### src/hdl/mmx_regs.vh
// Register offsets, field positions, reset values and opcodes of the MAC unit
`ifndef MMX_REGS_VH
`define MMX_REGS_VH

// Byte offsets of the 32-bit registers on the slave port
`define MMX_OFF_CTRL      8'h00
`define MMX_OFF_OP1       8'h04
`define MMX_OFF_OP2       8'h08
`define MMX_OFF_INSTR     8'h0c
`define MMX_OFF_SUM_LO    8'h10
`define MMX_OFF_SUM_HI    8'h14
`define MMX_OFF_MAC_FLAGS 8'h18
`define MMX_OFF_CPU_FLAGS 8'h1c
`define MMX_OFF_MEM_ADDR  8'h20
`define MMX_OFF_MEM_DATA  8'h24

// Control word fields
`define MMX_CTRL_SAT  0
`define MMX_CTRL_FRAC 1

// MAC flag fields
`define MMX_FL_SIGN  0
`define MMX_FL_ZERO  1
`define MMX_FL_CARRY 2
`define MMX_FL_STICK 3
`define MMX_FL_EXT   4
`define MMX_FL_CLIP  5
`define MMX_FL_RANGE 6

// Processor flag fields and bad-instruction bit
`define MMX_CPU_NEG  0
`define MMX_CPU_ZERO 1
`define MMX_CPU_END  2
`define MMX_CPU_BAD  8

// Reset values
`define MMX_CTRL_RST  2'h0
`define MMX_SUM_RST   40'h00_0000_0000
`define MMX_FLAGS_RST 7'h00
`define MMX_WORD_RST  16'h0000
`define MMX_INSTR_RST 32'h0000_0000

// First byte: operand addressing
`define MMX_AM_RR   8'ha3
`define MMX_AM_RI   8'h83
`define MMX_AM_PI   8'h93
`define MMX_AM_COPY 8'hd3

// Third byte: operation
`define MMX_SUB_MAC  8'h90
`define MMX_SUB_MACR 8'h91
`define MMX_SUB_MSUB 8'ha0
`define MMX_SUB_MAX  8'h3a
`define MMX_SUB_MIN  8'h7a
`define MMX_SUB_MULR 8'hc1
`define MMX_SUB_COPY 8'h00

// Arithmetic constants
`define MMX_RND      40'h00_0000_8000
`define MMX_MAX40    40'h7f_ffff_ffff
`define MMX_MIN40    40'h80_0000_0000
`define MMX_MOSTNEG  16'h8000
`define MMX_MULR_SAT 40'h00_7fff_0000

`endif

### src/hdl/mmx_mac_unit.v
// Mixed-sign MAC, running max/min, word copy and rounding multiply datapath
//
// Contract
// - Mixed accumulate: unsigned times signed, add
// - Mixed subtract: same product, subtract from sum
// - Rounding accumulate adds 8000h, clears low word
// - Range-exceeded flag marks 40-bit overflow, else cleared
// - Sticky range flag sets on overflow, else holds
// - Clipped flag set on saturation, else holds
// - Extension flag follows use of top byte
// - Carry flag follows carry or borrow
// - Zero flag follows 40-bit result zero
// - Sign flag copies result bit 39
// - Running max loads concatenated operand if larger
// - Running min loads concatenated operand if smaller
// - Max/min: clipped on change, range/carry cleared
// - Max/min ignore saturation enable
// - Word copy moves memory word anywhere
// - Copy keeps MAC flags, sets zero/negative
// - Copy sets end flag on most negative word
// - Rounding multiply: optional shift, round, clear low
// - Rounding multiply clipped flag on 8000h squared with shift and saturation on
// - Rounding multiply extension flag on 8000h squared with shift on, saturation off
// - Four-byte instruction: addressing byte, operation byte
//
// The implementer's own choices: the register addresses and the Avalon-MM interface to the registers.
`include "mmx_regs.vh"

module mmx_mac_unit #(
	parameter MEM_AW = 4
) (
	input  wire        clk,
	input  wire        arst_n,
	input  wire [7:0]  avs_address,
	input  wire        avs_read,
	input  wire        avs_write,
	input  wire [31:0] avs_writedata,
	input  wire [3:0]  avs_byteenable,
	output reg  [31:0] avs_readdata,
	output reg         avs_waitrequest,
	output reg         cpu_end_flag,
	output reg         cpu_zero_flag,
	output reg         cpu_neg_flag
);

	// Depth of the word memory that the copy works on
	localparam MEM_WORDS = 1 << MEM_AW;
	// One-hot bus states: every access sees exactly one wait cycle.
	// Idle samples the request; the answer state completes it and the
	// slave falls back to idle, so back-to-back accesses each take two
	// cycles and no request is ever answered twice.
	localparam [1:0] ST_REQ = 2'b01;
	localparam [1:0] ST_ACK = 2'b10;

	////////////////////////////////////////////////////////////////////////
	// Byte-lane merge of a bus write into a register
	function [31:0] mmx_merge;
		input [31:0] old;
		input [31:0] nw;
		input [3:0]  be;
		integer i;
		begin
			mmx_merge = old;
			for (i = 0; i < 4; i = i + 1) begin
				if (be[i]) begin
					mmx_merge[i*8 +: 8] = nw[i*8 +: 8];
				end
			end
		end
	endfunction

	// Result uses the top byte when bits 39..31 are not all equal
	function mmx_ext;
		input [39:0] v;
		begin
			mmx_ext = ~((&v[39:31]) | ~(|v[39:31]));
		end
	endfunction

	////////////////////////////////////////////////////////////////////////
	// State
	reg [1:0]        st_q;
	reg [1:0]        ctrl_q;
	reg [15:0]       op1_q;
	reg [15:0]       op2_q;
	reg [31:0]       instr_q;
	reg [39:0]       sum_q;
	reg [6:0]        fl_q;
	reg              bad_q;
	reg [MEM_AW-1:0] maddr_q;
	// Memory is not reset: software writes a word before copying it
	reg [15:0]       mem [0:MEM_WORDS-1];

	reg [1:0]        st_d;
	reg [1:0]        ctrl_d;
	reg [15:0]       op1_d;
	reg [15:0]       op2_d;
	reg [31:0]       instr_d;
	reg [39:0]       sum_d;
	reg [6:0]        fl_d;
	reg              bad_d;
	reg [MEM_AW-1:0] maddr_d;
	reg              cend_d;
	reg              czero_d;
	reg              cneg_d;
	reg              mem_we;
	reg [MEM_AW-1:0] mem_wa;
	reg [15:0]       mem_wd;
	reg [31:0]       rdata_d;

	wire bus_req = avs_read | avs_write;
	wire bus_fire = st_q == ST_ACK;
	wire wr_fire = bus_fire & avs_write;
	wire [31:0] wmerge;
	assign wmerge = mmx_merge(32'h0000_0000, avs_writedata, avs_byteenable);

	// Register images after a byte-lane write, cut to register width later
	wire [31:0] ctrl_m = mmx_merge({30'h0, ctrl_q}, avs_writedata,
		avs_byteenable);
	wire [31:0] op1_m = mmx_merge({16'h0, op1_q}, avs_writedata,
		avs_byteenable);
	wire [31:0] op2_m = mmx_merge({16'h0, op2_q}, avs_writedata,
		avs_byteenable);

	////////////////////////////////////////////////////////////////////////
	// Products and sums
	wire sat_on = ctrl_q[`MMX_CTRL_SAT];
	wire frac_on = ctrl_q[`MMX_CTRL_FRAC];
	wire [7:0] am_byte = avs_writedata[7:0];
	wire [7:0] sub_byte = avs_writedata[23:16];

	// Mixed product: op1 unsigned, op2 signed. A zero guard bit keeps op1
	// positive in a signed multiply; the product always fits 32 bits.
	wire signed [16:0] mix_a = {1'b0, op1_q};
	wire signed [16:0] mix_b = {op2_q[15], op2_q};
	wire signed [33:0] mix_p = mix_a * mix_b;
	wire [39:0] mix40 = {{8{mix_p[31]}}, mix_p[31:0]};

	// Signed product for the rounding multiply. Only 8000h squared can
	// reach bit 31 after the shift, which is why that pair is special.
	wire signed [15:0] ss_a = op1_q;
	wire signed [15:0] ss_b = op2_q;
	wire signed [31:0] ss_p = ss_a * ss_b;
	wire [39:0] ss40 = {{8{ss_p[31]}}, ss_p};
	wire [39:0] ss_sh = frac_on ? {ss40[38:0], 1'b0} : ss40;
	wire [39:0] mulr_raw = ss_sh + `MMX_RND;
	wire both_neg = (op1_q == `MMX_MOSTNEG) & (op2_q == `MMX_MOSTNEG);

	// Accumulate with optional rounding constant, signed and unsigned views
	// One guard bit on top: bits 40 and 39 differ exactly when the true
	// sum leaves the 40-bit range, which is what overflow and clipping
	// need. The unsigned view gives the carry out of bit 39 instead.
	wire        is_rnd = sub_byte == `MMX_SUB_MACR;
	wire [39:0] rnd_add = is_rnd ? `MMX_RND : `MMX_SUM_RST;
	wire [40:0] add_s = {sum_q[39], sum_q} + {mix40[39], mix40}
		+ {1'b0, rnd_add};
	wire [40:0] add_u = {1'b0, sum_q} + {1'b0, mix40} + {1'b0, rnd_add};
	wire [40:0] sub_s = {sum_q[39], sum_q} - {mix40[39], mix40};
	// Borrow is the unsigned view of the subtraction, not its sign
	wire        borrow = sum_q < mix40;

	// Concatenated compare operand
	wire signed [39:0] cmp_op = {{8{op2_q[15]}}, op2_q, op1_q};
	wire signed [39:0] sum_s = sum_q;

	////////////////////////////////////////////////////////////////////////
	// Register update and instruction execution. Everything happens at the
	// accept edge of a write; an instruction completes in that one cycle,
	// so its result is visible to the very next read.
	reg [40:0] wide;
	reg [39:0] res;
	reg        ovf;
	reg        valid;
	reg [15:0] src_w;
	always @* begin
		wide = 41'h0;
		res = sum_q;
		ovf = 1'b0;
		valid = 1'b0;
		src_w = mem[op2_q[MEM_AW-1:0]];
		st_d = st_q;
		ctrl_d = ctrl_q;
		op1_d = op1_q;
		op2_d = op2_q;
		instr_d = instr_q;
		sum_d = sum_q;
		fl_d = fl_q;
		bad_d = bad_q;
		maddr_d = maddr_q;
		cend_d = cpu_end_flag;
		czero_d = cpu_zero_flag;
		cneg_d = cpu_neg_flag;
		mem_we = 1'b0;
		mem_wa = maddr_q;
		mem_wd = avs_writedata[15:0];
		// Bus handshake: one wait cycle, then the access completes
		case (st_q)
			ST_REQ: st_d = bus_req ? ST_ACK : ST_REQ;
			ST_ACK: st_d = ST_REQ;
			default: st_d = ST_REQ;
		endcase
		if (wr_fire) begin
			case (avs_address & 8'hfc)
				`MMX_OFF_CTRL: ctrl_d = ctrl_m[1:0];
				`MMX_OFF_OP1: op1_d = op1_m[15:0];
				`MMX_OFF_OP2: op2_d = op2_m[15:0];
				`MMX_OFF_SUM_LO: sum_d[31:0] = mmx_merge(sum_q[31:0],
					avs_writedata, avs_byteenable);
				`MMX_OFF_SUM_HI: begin
					if (avs_byteenable[0]) begin
						sum_d[39:32] = avs_writedata[7:0];
					end
				end
				`MMX_OFF_MAC_FLAGS: begin
					if (avs_byteenable[0]) begin
						fl_d = avs_writedata[6:0];
					end
				end
				`MMX_OFF_MEM_ADDR: maddr_d = wmerge[MEM_AW-1:0];
				`MMX_OFF_MEM_DATA: mem_we = 1'b1;
				`MMX_OFF_INSTR: begin
					instr_d = avs_writedata;
					// Addressing byte, then operation byte
					valid = (am_byte == `MMX_AM_RR)
						| (am_byte == `MMX_AM_RI)
						| (am_byte == `MMX_AM_PI);
					if (am_byte == `MMX_AM_COPY) begin
						valid = sub_byte == `MMX_SUB_COPY;
						if (valid) begin
							// Copy touches the target word and processor flags only
							mem_we = 1'b1;
							mem_wa = op1_q[MEM_AW-1:0];
							mem_wd = src_w;
							czero_d = src_w == `MMX_WORD_RST;
							cneg_d = src_w[15];
							cend_d = src_w == `MMX_MOSTNEG;
						end
					end else if (valid) begin
						case (sub_byte)
							`MMX_SUB_MAC, `MMX_SUB_MACR, `MMX_SUB_MSUB:
							begin
								wide = (sub_byte == `MMX_SUB_MSUB) ?
									sub_s : add_s;
								ovf = wide[40] ^ wide[39];
								res = wide[39:0];
								if (ovf & sat_on) begin
									res = wide[40] ? `MMX_MIN40
										: `MMX_MAX40;
									fl_d[`MMX_FL_CLIP] = 1'b1;
								end
								if (is_rnd) begin
									res[15:0] = 16'h0000;
								end
								fl_d[`MMX_FL_RANGE] = ovf;
								if (ovf) begin
									fl_d[`MMX_FL_STICK] = 1'b1;
								end
								fl_d[`MMX_FL_CARRY] =
									(sub_byte == `MMX_SUB_MSUB) ?
									borrow : add_u[40];
							end
							`MMX_SUB_MAX, `MMX_SUB_MIN: begin
								// Saturation enable plays no part
								if (sub_byte == `MMX_SUB_MAX) begin
									if (sum_s < cmp_op) begin
										res = cmp_op;
									end
								end else if (sum_s > cmp_op) begin
									res = cmp_op;
								end
								if (res != sum_q) begin
									fl_d[`MMX_FL_CLIP] = 1'b1;
								end
								fl_d[`MMX_FL_RANGE] = 1'b0;
								fl_d[`MMX_FL_CARRY] = 1'b0;
							end
							`MMX_SUB_MULR: begin
								res = {mulr_raw[39:16], 16'h0000};
								if (frac_on & sat_on & both_neg) begin
									res = `MMX_MULR_SAT;
									fl_d[`MMX_FL_CLIP] = 1'b1;
								end
								fl_d[`MMX_FL_RANGE] = 1'b0;
								fl_d[`MMX_FL_CARRY] = 1'b0;
							end
							default: valid = 1'b0;
						endcase
						if (valid) begin
							sum_d = res;
							fl_d[`MMX_FL_ZERO] = res == `MMX_SUM_RST;
							fl_d[`MMX_FL_SIGN] = res[39];
							fl_d[`MMX_FL_EXT] = mmx_ext(res);
							if (sub_byte == `MMX_SUB_MULR) begin
								fl_d[`MMX_FL_EXT] = frac_on & ~sat_on
									& both_neg;
							end
						end
					end
					// Unknown encodings leave the datapath alone
					// and mark the word bad until a good one
					bad_d = ~valid;
				end
				default: ;
			endcase
		end
	end

	////////////////////////////////////////////////////////////////////////
	// Read data, captured at the wait cycle and held for the ack edge.
	// Sampling one cycle early lets the read data leave a flip-flop and
	// stand for the whole answer cycle; nothing can change a register
	// between the two edges, since the bus carries one access at a time.
	always @* begin
		rdata_d = avs_readdata;
		if (st_q == ST_REQ && avs_read) begin
			case (avs_address & 8'hfc)
				`MMX_OFF_CTRL: rdata_d = {30'h0, ctrl_q};
				`MMX_OFF_OP1: rdata_d = {16'h0, op1_q};
				`MMX_OFF_OP2: rdata_d = {16'h0, op2_q};
				`MMX_OFF_INSTR: rdata_d = instr_q;
				`MMX_OFF_SUM_LO: rdata_d = sum_q[31:0];
				`MMX_OFF_SUM_HI: rdata_d = {24'h0, sum_q[39:32]};
				`MMX_OFF_MAC_FLAGS: rdata_d = {25'h0, fl_q};
				`MMX_OFF_CPU_FLAGS: rdata_d = {23'h0, bad_q, 5'h0,
					cpu_end_flag, cpu_zero_flag, cpu_neg_flag};
				`MMX_OFF_MEM_ADDR: rdata_d = {{(32-MEM_AW){1'b0}}, maddr_q};
				`MMX_OFF_MEM_DATA: rdata_d = {16'h0, mem[maddr_q]};
				default: rdata_d = 32'h0000_0000;
			endcase
		end
	end

	////////////////////////////////////////////////////////////////////////
	// Control and datapath flip-flops; waitrequest and read data come
	// straight from here so the bus sees no combinational path
	always @(posedge clk or negedge arst_n) begin
		if (!arst_n) begin
			st_q <= ST_REQ;
			avs_waitrequest <= 1'b1;
			avs_readdata <= 32'h0000_0000;
			ctrl_q <= `MMX_CTRL_RST;
			op1_q <= `MMX_WORD_RST;
			op2_q <= `MMX_WORD_RST;
			instr_q <= `MMX_INSTR_RST;
			sum_q <= `MMX_SUM_RST;
			fl_q <= `MMX_FLAGS_RST;
			bad_q <= 1'b0;
			maddr_q <= {MEM_AW{1'b0}};
			cpu_end_flag <= 1'b0;
			cpu_zero_flag <= 1'b0;
			cpu_neg_flag <= 1'b0;
		end else begin
			st_q <= st_d;
			avs_waitrequest <= st_d != ST_ACK;
			avs_readdata <= rdata_d;
			ctrl_q <= ctrl_d;
			op1_q <= op1_d;
			op2_q <= op2_d;
			instr_q <= instr_d;
			sum_q <= sum_d;
			fl_q <= fl_d;
			bad_q <= bad_d;
			maddr_q <= maddr_d;
			cpu_end_flag <= cend_d;
			cpu_zero_flag <= czero_d;
			cpu_neg_flag <= cneg_d;
		end
	end

	// Word memory, written by the bus or by the copy. The two never meet
	// in one cycle, as both come from a single accepted bus write. No
	// reset here, so the array can map onto plain memory cells.
	always @(posedge clk) begin
		if (mem_we) begin
			mem[mem_wa] <= mem_wd;
		end
	end

endmodule

### config.mk
export PLATFORM = sky130hd
export DESIGN_NAME = mmx_mac_unit
export DESIGN_NICKNAME = d
export VERILOG_FILES = /design/src/hdl/mmx_mac_unit.v
export VERILOG_INCLUDE_DIRS = /design/src /design/src/hdl
export SDC_FILE = /design/constraint.sdc
export NUM_CORES = 2
export LEC_CHECK = 0
export BUFFER_PORTS_ARGS = -buffer_cell sky130_fd_sc_hd__buf_2
export CORE_MARGIN = 3
export CORE_UTILIZATION = 50
export CTS_CLUSTER_DIAMETER = 100
export CTS_CLUSTER_SIZE = 14
export DETAILED_ROUTE_END_ITERATION = 16
export PLACE_DENSITY_LB_ADDON = 0.05
export SYNTH_ARGS = -nofsm -noshare
export SYNTH_HDL_FRONTEND = slang
export SYNTH_SLANG_ARGS = --single-unit
### constraint.sdc
create_clock -name clk -period 15.8 [get_ports clk]
set_input_delay 1.58 -clock clk [delete_from_list [all_inputs] [get_ports clk]]
set_output_delay 1.58 -clock clk [all_outputs]
set_load 0.005 [all_outputs]
=== After elaboration in Yosys (flattened, before gate mapping) ===
Memories as Yosys holds them, arrays and structs flattened.
Cells that the tools add are included.

* Add/subtract/negate cells: 6
* Multiply operators: 2
* Order comparisons: 3
* Equal/unequal tests: 42
* Mux-type cells: 71
* Bitwise operators: 16
* Reductions and logical operators: 32

{| class="wikitable"
|+ Operators with widths
! kind !! number
|-
| 2-to-1 mux 40 bit || 18
|-
| case mux 32 bit (10 select lines) || 1
|-
| case mux 40 bit (3 select lines) || 1
|-
| 2-to-1 mux 16 bit || 6
|-
| adder 41 x 16 -> 41 bit || 2
|-
| == test 8 bit (second input constant) || 8
|-
| case mux 32 bit (2 select lines) || 1
|-
| == test 16 bit (second input constant) || 3
|-
| AND reduction 6 bit || 8
|-
| adder 40 x 32 -> 41 bit || 1
|-
| adder 40 x 40 -> 41 bit || 1
|-
| 2-to-1 mux 41 bit || 1
|-
| subtractor 40 x 32 -> 41 bit || 1
|-
| greater-than comparator 40 x 32 -> 1 bit || 1
|-
| zero test 40 bit || 1
|-
| less-than comparator 40 x 32 -> 1 bit || 1
|-
| less-than comparator 40 bit || 1
|-
| != test 40 bit || 1
|-
| adder 33 x 17 -> 34 bit (second input constant) || 1
|-
| multiplier 16 x 16 -> 32 bit || 1
|-
| multiplier 17 x 16 -> 32 bit || 1
|-
| 2-to-1 mux 32 bit || 1
|-
| 2-to-1 mux 8 bit || 4
|-
| == test 6 x 3 -> 1 bit (second input constant) || 4
|-
| other kinds (37) || 103
|}

* Bits in registers: 156
* Memory bits (writable): 256
* Input port bits: 48
* Memories: 1

{| class="wikitable"
|+ Memories
! memory !! words !! width !! rd ports !! clocked after Yosys merged registers in !! write ports !! RTL line !! RTL
|-
| mem || 16 || 16 || 2 || 0 || 1 || mmx_mac_unit.v:92 || <nowiki>reg [15:0] mem [0:MEM_WORDS-1];</nowiki>
|}

=== Depth between registers and ports, before layout ===
* Word-level depth: 22
* Depth in mapped cells: 51
* Gate-level depth less buffers: 45

=== Worst setup path after synthesis ===
OpenSTA, ideal clock, no wires.

* Kind: reg2reg
* Start: register op2_q[1]
* End: register fl_q[1]
* Library setup time: 0.064 ns
* Data arrival time: 12.570 ns
* Required time: 15.736 ns
* Path slack: 3.166 ns
* Cell stages (with the launch flop): 48
* Buffers on the path: 4
* Period minus slack after synthesis: 12.634 ns
* Path through: dfrtp_1 > clkbuf_1 > clkbuf_1 > buf_1 > clkbuf_1 > nand2_1 > fa_1 > fa_1 > fa_1 > inv_1 > fa_1 > fa_1 > inv_1 > fa_1 > inv_1 > ha_1 > and3_1 > a31o_1 > [... 12 more ...] > xnor2_1 > ha_1 > ha_1 > and3_1 > and2_1 > a221oi_1 > nand2b_1 > o2111ai_1 > o21bai_1 > a31oi_1 > a211oi_1 > o21ai_2 > o211ai_1 > a222oi_1 > nand2_1 > or4b_2 > nor4_2 > a21o_1

* Word-level cells in the longest chain between the ends: 18
* Elaborated cells on any way between the ends: 37

{| class="wikitable"
|+ RTL lines
! what !! RTL line !! RTL
|-
| start, declared || mmx_mac_unit.v:85 || <nowiki>reg [15:0] op2_q;</nowiki>
|-
| start signal, assigned || mmx_mac_unit.v:343 || <nowiki>op2_q <= `MMX_WORD_RST;</nowiki>
|-
| start signal, assigned || mmx_mac_unit.v:358 || <nowiki>op2_q <= op2_d;</nowiki>
|-
| multiplier 17 x 16 -> 32 bit (tied with other cells) || mmx_mac_unit.v:136 || <nowiki>wire signed [33:0] mix_p = mix_a * mix_b;</nowiki>
|-
| adder 40 x 32 -> 41 bit (tied with other cells) || mmx_mac_unit.v:155 || <nowiki>wire [40:0] add_s = {sum_q[39], sum_q} + {mix40[39], mix40}</nowiki>
|-
| adder 41 x 16 -> 41 bit or 2-to-1 mux 40 bit (tied branches) || mmx_mac_unit.v:156, mmx_mac_unit.v:264 ||
|-
| 2-to-1 mux 41 bit or 2-to-1 mux 40 bit (tied branches) || mmx_mac_unit.v:242, mmx_mac_unit.v:239 ||
|-
| XOR 1 bit or 2-to-1 mux 40 bit (tied branches) || mmx_mac_unit.v:244, mmx_mac_unit.v:238 ||
|-
| bitwise AND 1 bit or 2-to-1 mux 40 bit (tied branches) || mmx_mac_unit.v:246, mmx_mac_unit.v:227 ||
|-
| 2-to-1 mux 40 bit, on equally long branches || mmx_mac_unit.v:246, mmx_mac_unit.v:203 ||
|-
| 2-to-1 mux 16 bit or 2-to-1 mux 40 bit (tied branches) || mmx_mac_unit.v:251, mmx_mac_unit.v:202 ||
|-
| [... 2 more ...] || -- ||
|-
| 2-to-1 mux 40 bit (*) || mmx_mac_unit.v:227 || <nowiki>if (am_byte == `MMX_AM_COPY) begin</nowiki>
|-
| 2-to-1 mux 40 bit (*) || mmx_mac_unit.v:203 || <nowiki>case (avs_address & 8'hfc)</nowiki>
|-
| 2-to-1 mux 40 bit (*) || mmx_mac_unit.v:202 || <nowiki>if (wr_fire) begin</nowiki>
|-
| zero test 40 bit (no source line) (*) || -- ||
|-
| 2-to-1 mux 2 bit (*) || mmx_mac_unit.v:288 || <nowiki>if (valid) begin</nowiki>
|-
| 2-to-1 mux 7 bit (*) || mmx_mac_unit.v:238 || <nowiki>end else if (valid) begin</nowiki>
|-
| 2-to-1 mux 7 bit (*) || mmx_mac_unit.v:227 ||
|-
| case mux 7 bit (2 select lines) (*) || mmx_mac_unit.v:203 ||
|-
| end signal, assigned || mmx_mac_unit.v:346 || <nowiki>fl_q <= `MMX_FLAGS_RST;</nowiki>
|-
| end signal, assigned || mmx_mac_unit.v:361 || <nowiki>fl_q <= fl_d;</nowiki>
|-
| end, declared || mmx_mac_unit.v:88 || <nowiki>reg [6:0] fl_q;</nowiki>
|}

Mark *: on every way between the ends. The rest lies on a longest branch, timed or not. The select of a mux whose other input is x is not followed.
A chain may end at the register's enable or synchronous reset.

=== Final worst setup path ===
* Start: register op1_q[6]
* End: register fl_q[1]

* Word-level cells in the longest chain between the ends: 18
* Elaborated cells on any way between the ends: 37

{| class="wikitable"
|+ RTL lines
! what !! RTL line !! RTL
|-
| start, declared || mmx_mac_unit.v:84 || <nowiki>reg [15:0] op1_q;</nowiki>
|-
| start signal, assigned || mmx_mac_unit.v:342 || <nowiki>op1_q <= `MMX_WORD_RST;</nowiki>
|-
| start signal, assigned || mmx_mac_unit.v:357 || <nowiki>op1_q <= op1_d;</nowiki>
|-
| multiplier 17 x 16 -> 32 bit (tied with other cells) || mmx_mac_unit.v:136 ||
|-
| adder 40 x 32 -> 41 bit (tied with other cells) || mmx_mac_unit.v:155 ||
|-
| adder 41 x 16 -> 41 bit or 2-to-1 mux 40 bit (tied branches) || mmx_mac_unit.v:156, mmx_mac_unit.v:264 ||
|-
| 2-to-1 mux 41 bit or 2-to-1 mux 40 bit (tied branches) || mmx_mac_unit.v:242, mmx_mac_unit.v:239 ||
|-
| XOR 1 bit or 2-to-1 mux 40 bit (tied branches) || mmx_mac_unit.v:244, mmx_mac_unit.v:238 ||
|-
| bitwise AND 1 bit or 2-to-1 mux 40 bit (tied branches) || mmx_mac_unit.v:246, mmx_mac_unit.v:227 ||
|-
| 2-to-1 mux 40 bit, on equally long branches || mmx_mac_unit.v:246, mmx_mac_unit.v:203 ||
|-
| 2-to-1 mux 16 bit or 2-to-1 mux 40 bit (tied branches) || mmx_mac_unit.v:251, mmx_mac_unit.v:202 ||
|-
| [... 2 more ...] || -- ||
|-
| 2-to-1 mux 40 bit (*) || mmx_mac_unit.v:227 ||
|-
| 2-to-1 mux 40 bit (*) || mmx_mac_unit.v:203 ||
|-
| 2-to-1 mux 40 bit (*) || mmx_mac_unit.v:202 ||
|-
| zero test 40 bit (no source line) (*) || -- ||
|-
| 2-to-1 mux 2 bit (*) || mmx_mac_unit.v:288 ||
|-
| 2-to-1 mux 7 bit (*) || mmx_mac_unit.v:238 ||
|-
| 2-to-1 mux 7 bit (*) || mmx_mac_unit.v:227 ||
|-
| case mux 7 bit (2 select lines) (*) || mmx_mac_unit.v:203 ||
|}

Marks and branches as above.

==> results.py <==
metrics = {
    "place": {
        "gp_congestion": 0.976,
        "placed_cells": 5130,
        "hpwl_um": 109000,
        "preCtsSetupSlack_ns": 1.13,
        "numPortBuffers": 81,
    },
    "worst_hold_path": {
        "hp-class": "reg2reg",
        "hold_end": "avs_readdata[30]",
        "min_path_cells": 2,
        "worstHoldStart": "avs_readdata[30]",
    },
    "yosys": {
        "syn_area_um2": 40600,
        "yosys-top-cells-area": "edfxtp_1 (19%), fa_1 (15%), ha_1 (9.6%)",
        "synth-seq-cells": 411,
        "synth_top_cell_area_share_pct": 18.9,
        "synth_seq_area_share_pct": 28.5,
        "synth_edf_count": 256,
        "synth-async-reset-ratio_pct": 37.7,
        "synth_cells": 4108,
        "synth_top_flop_cell": "edfxtp_1",
        "synth_area_per_cell_um2": 9.89,
        "yosys.area.top_type": "edfxtp_1",
        "synthTopCellsByCount": "nand2_1 (508), inv_1 (483), nor2_1 (317)",
        "netlist-cell-type-count": 101,
        "syn-num-nets": 4770,
        "synth_most_common_cell": "nand2_1",
        "synth_warnings": 0,
    },
    "final_layout": {
        "fillers": 7263,
        "fin_cells": 5192,
        "final_util_pct": 54.4,
        "area_growth_pct": 6.85,
        "final_layout_size_suffix_gt1_share_pct": 11.6,
        "nets": 4780,
    },
    "cts": {
        "clock_latency_ns": 0.58,
        "root_buffer": "clkbuf_16",
        "hold_buffers": 0,
        "cts.htree.levels": 2,
        "ctsResizeCount": 0,
        "clock-sinks": 411,
        "cts.reportedPaths.clkPinSlew_ns": 0.07,
        "numCtsBuffers": 36,
        "cts_max_path_buffers": 3,
        "cts_tree": "yes",
        "post-cts-setup-buffer-count": 0,
    },
    "sta": {
        "slew_viol_final": 0,
        "setup_viol": 0,
        "worst_slew_margin_rel_pct": 13.8,
        "fin_crit_sh_pct": 94.6,
        "rsz0062_at_grt": "no",
        "clock_skew_ns": 0.0411,
        "fin_ws_ns": 0.857,
        "fmax_mhz": 66.9,
        "fin_crit_ns": 14.94,
        "setup-tns-final_ns": 0,
        "tightest_slew_ns": 1.28,
        "hold_viol_final": 0,
    },
    "die": {
        "fp.dieW_um": 291,
        "die-area_um2": 84700,
        "initial_core_util_pct": 51.0,
        "die_height_um": 291,
        "ioPinCount": 84,
        "core_um2": 79800,
        "rows": 103,
    },
    "worst_setup_path": {
        "r2r_start": "op1_q[6]",
        "startpoint_type": "flop",
        "critical_path.top_delay_family": "compound AO/OA/AOI/OAI gates",
        "critPathMaxFanout": 14,
        "crit_path_frequent_cell": "fa_1",
        "setup.worst_path.start": "op1_q[6]",
        "rr_endpoint": "fl_q[1]",
        "critPathBufInv": 7,
        "crit_path_max_incr_delay_ns": 0.97,
        "worst_ep_required_time_ns": 16.31,
        "arrival_ns": 15.46,
        "slowest_stage": "dfrtp_1",
        "end_kind": "flop",
        "reg2reg_slack_ns": 0.86,
        "critical_path_class": "reg2reg",
        "reg2reg_depth": 47,
    },
    "routing": {
        "drt_wl_total_um": 144000,
        "dr_total_vias": 32600,
        "avgViaCountPerCell": 6.27,
        "first_iter_violations": 3371,
        "firstDrtPassIters": 6,
        "wire_per_inst_um": 27.8,
        "antenna_left": 0,
        "drc": 0,
    },
    "global_routing": {
        "overflow": 0,
        "first_global_vias": 32200,
        "grt_start_max_net_pins": 59,
        "antenna_found_initial": 3,
        "grt_use_total_pct": 33.8,
        "grt_pass1_wl_um": 214000,
    },
    "flow_run": {
        "max_cap_violations": 0,
    },
    "run_status": {
        "status": "finished clean",
    },
}
[layout make-up]
cell class                      count  area (µm²)  area share (%)
Sequential cell                   411       11600            26.7
Inverter                          498        1870            4.30
Clock buffer                       54         978            2.25
Tap cell                         1050        1310            3.02
Antenna cell                        2        5.00          0.0115
Multi-Input combinational cell   2999       26500            61.0
Clock inverter                      6        73.8           0.170
Timing Repair Buffer              172        1090            2.52
[logic make-up (layout without fill, tap and decap cells)]
group	after synthesis	after routing	share of synthesized area [%]
AOI/OAI and AO/OA	814	814	13.0
xor gates and xnor gates	170	170	3.68
adders and majority gates	617	617	24.5
buffers and inverters	698	730	6.54
DFF	411	411	28.5
muxes	224	224	10.7
other	0	2	0
and+or+nand+nor	1174	1174	13.1
[worst register-to-register path, delay by kind of cell (launching register included)]
family | cells | cell delay, ns
AND/OR/NAND/NOR | 12 | 3.00
flip-flops | 1 | 0.97
adder cells (fa/ha/maj) | 10 | 4.36
buffers and inverters | 7 | 1.44
AO/OA/AOI/OAI | 17 | 4.85
XOR/XNOR | 1 | 0.21
[metrics by stage]
stage	cell area (µm²)	hold WS, ns
4_1_cts	43400	0.480
2_1_floorplan	40600	0.440
3_5_place_dp	42400	0.462
3_3_place_gp	42400	0.455
5_1_grt	43400	0.492
6_report	43400	0.476
[cells in the final DEF, fill, tap and decap left out, drive strengths merged, types with 34 or more instances in the layout]
master  netlist  final
mux4        165    165
xor2         68     68
buf          44    172
nand4        35     35
inv         483    487
xnor2       102    102
nor4         34     34
a21oi       197    197
o21ai       223    223
a22oi        49     49
dfrtp       154    154
nor3         49     49
nand2       508    508
ha          313    313
fa          301    301
edfxtp      256    256
clkbuf      156     54
nor2        317    317
a21o         48     48
[sequential cells by signal, summed over array words and instances (netlist names), 2 cells and up]
register	count
sum_q	40
maddr_q	4
mem	256
instr_q	32
op1_q	16
st_q	2
op2_q	16
fl_q	7
ctrl_q	2
avs_readdata	32
[layer usage]
metal | vias up | GRT usage [%] | share of wire, %
li1 | 14400 | - | -
met1 | 16300 | 46.5 | 41
met2 | 1491 | 53.2 | 45
met3 | 331 | 6.83 | 9.1
met4 | 0 | 12.6 | 4.5
met5 | - | 0 | 0
[worst max-delay path by stage]
stage	endpoint	slack (ns)	cells past startpoint
floorplan	fl_q[1]	3.17	47
global placement	fl_q[1]	1.52	47
detailed placement	fl_q[1]	1.13	47
CTS	fl_q[1]	1.04	47
global route	fl_q[1]	0.24	47
finish	fl_q[1]	0.86	47
Power is left out: the tool's default activity adds up to more than one toggle a clock period on the data nets, which glitch-free logic cannot reach.
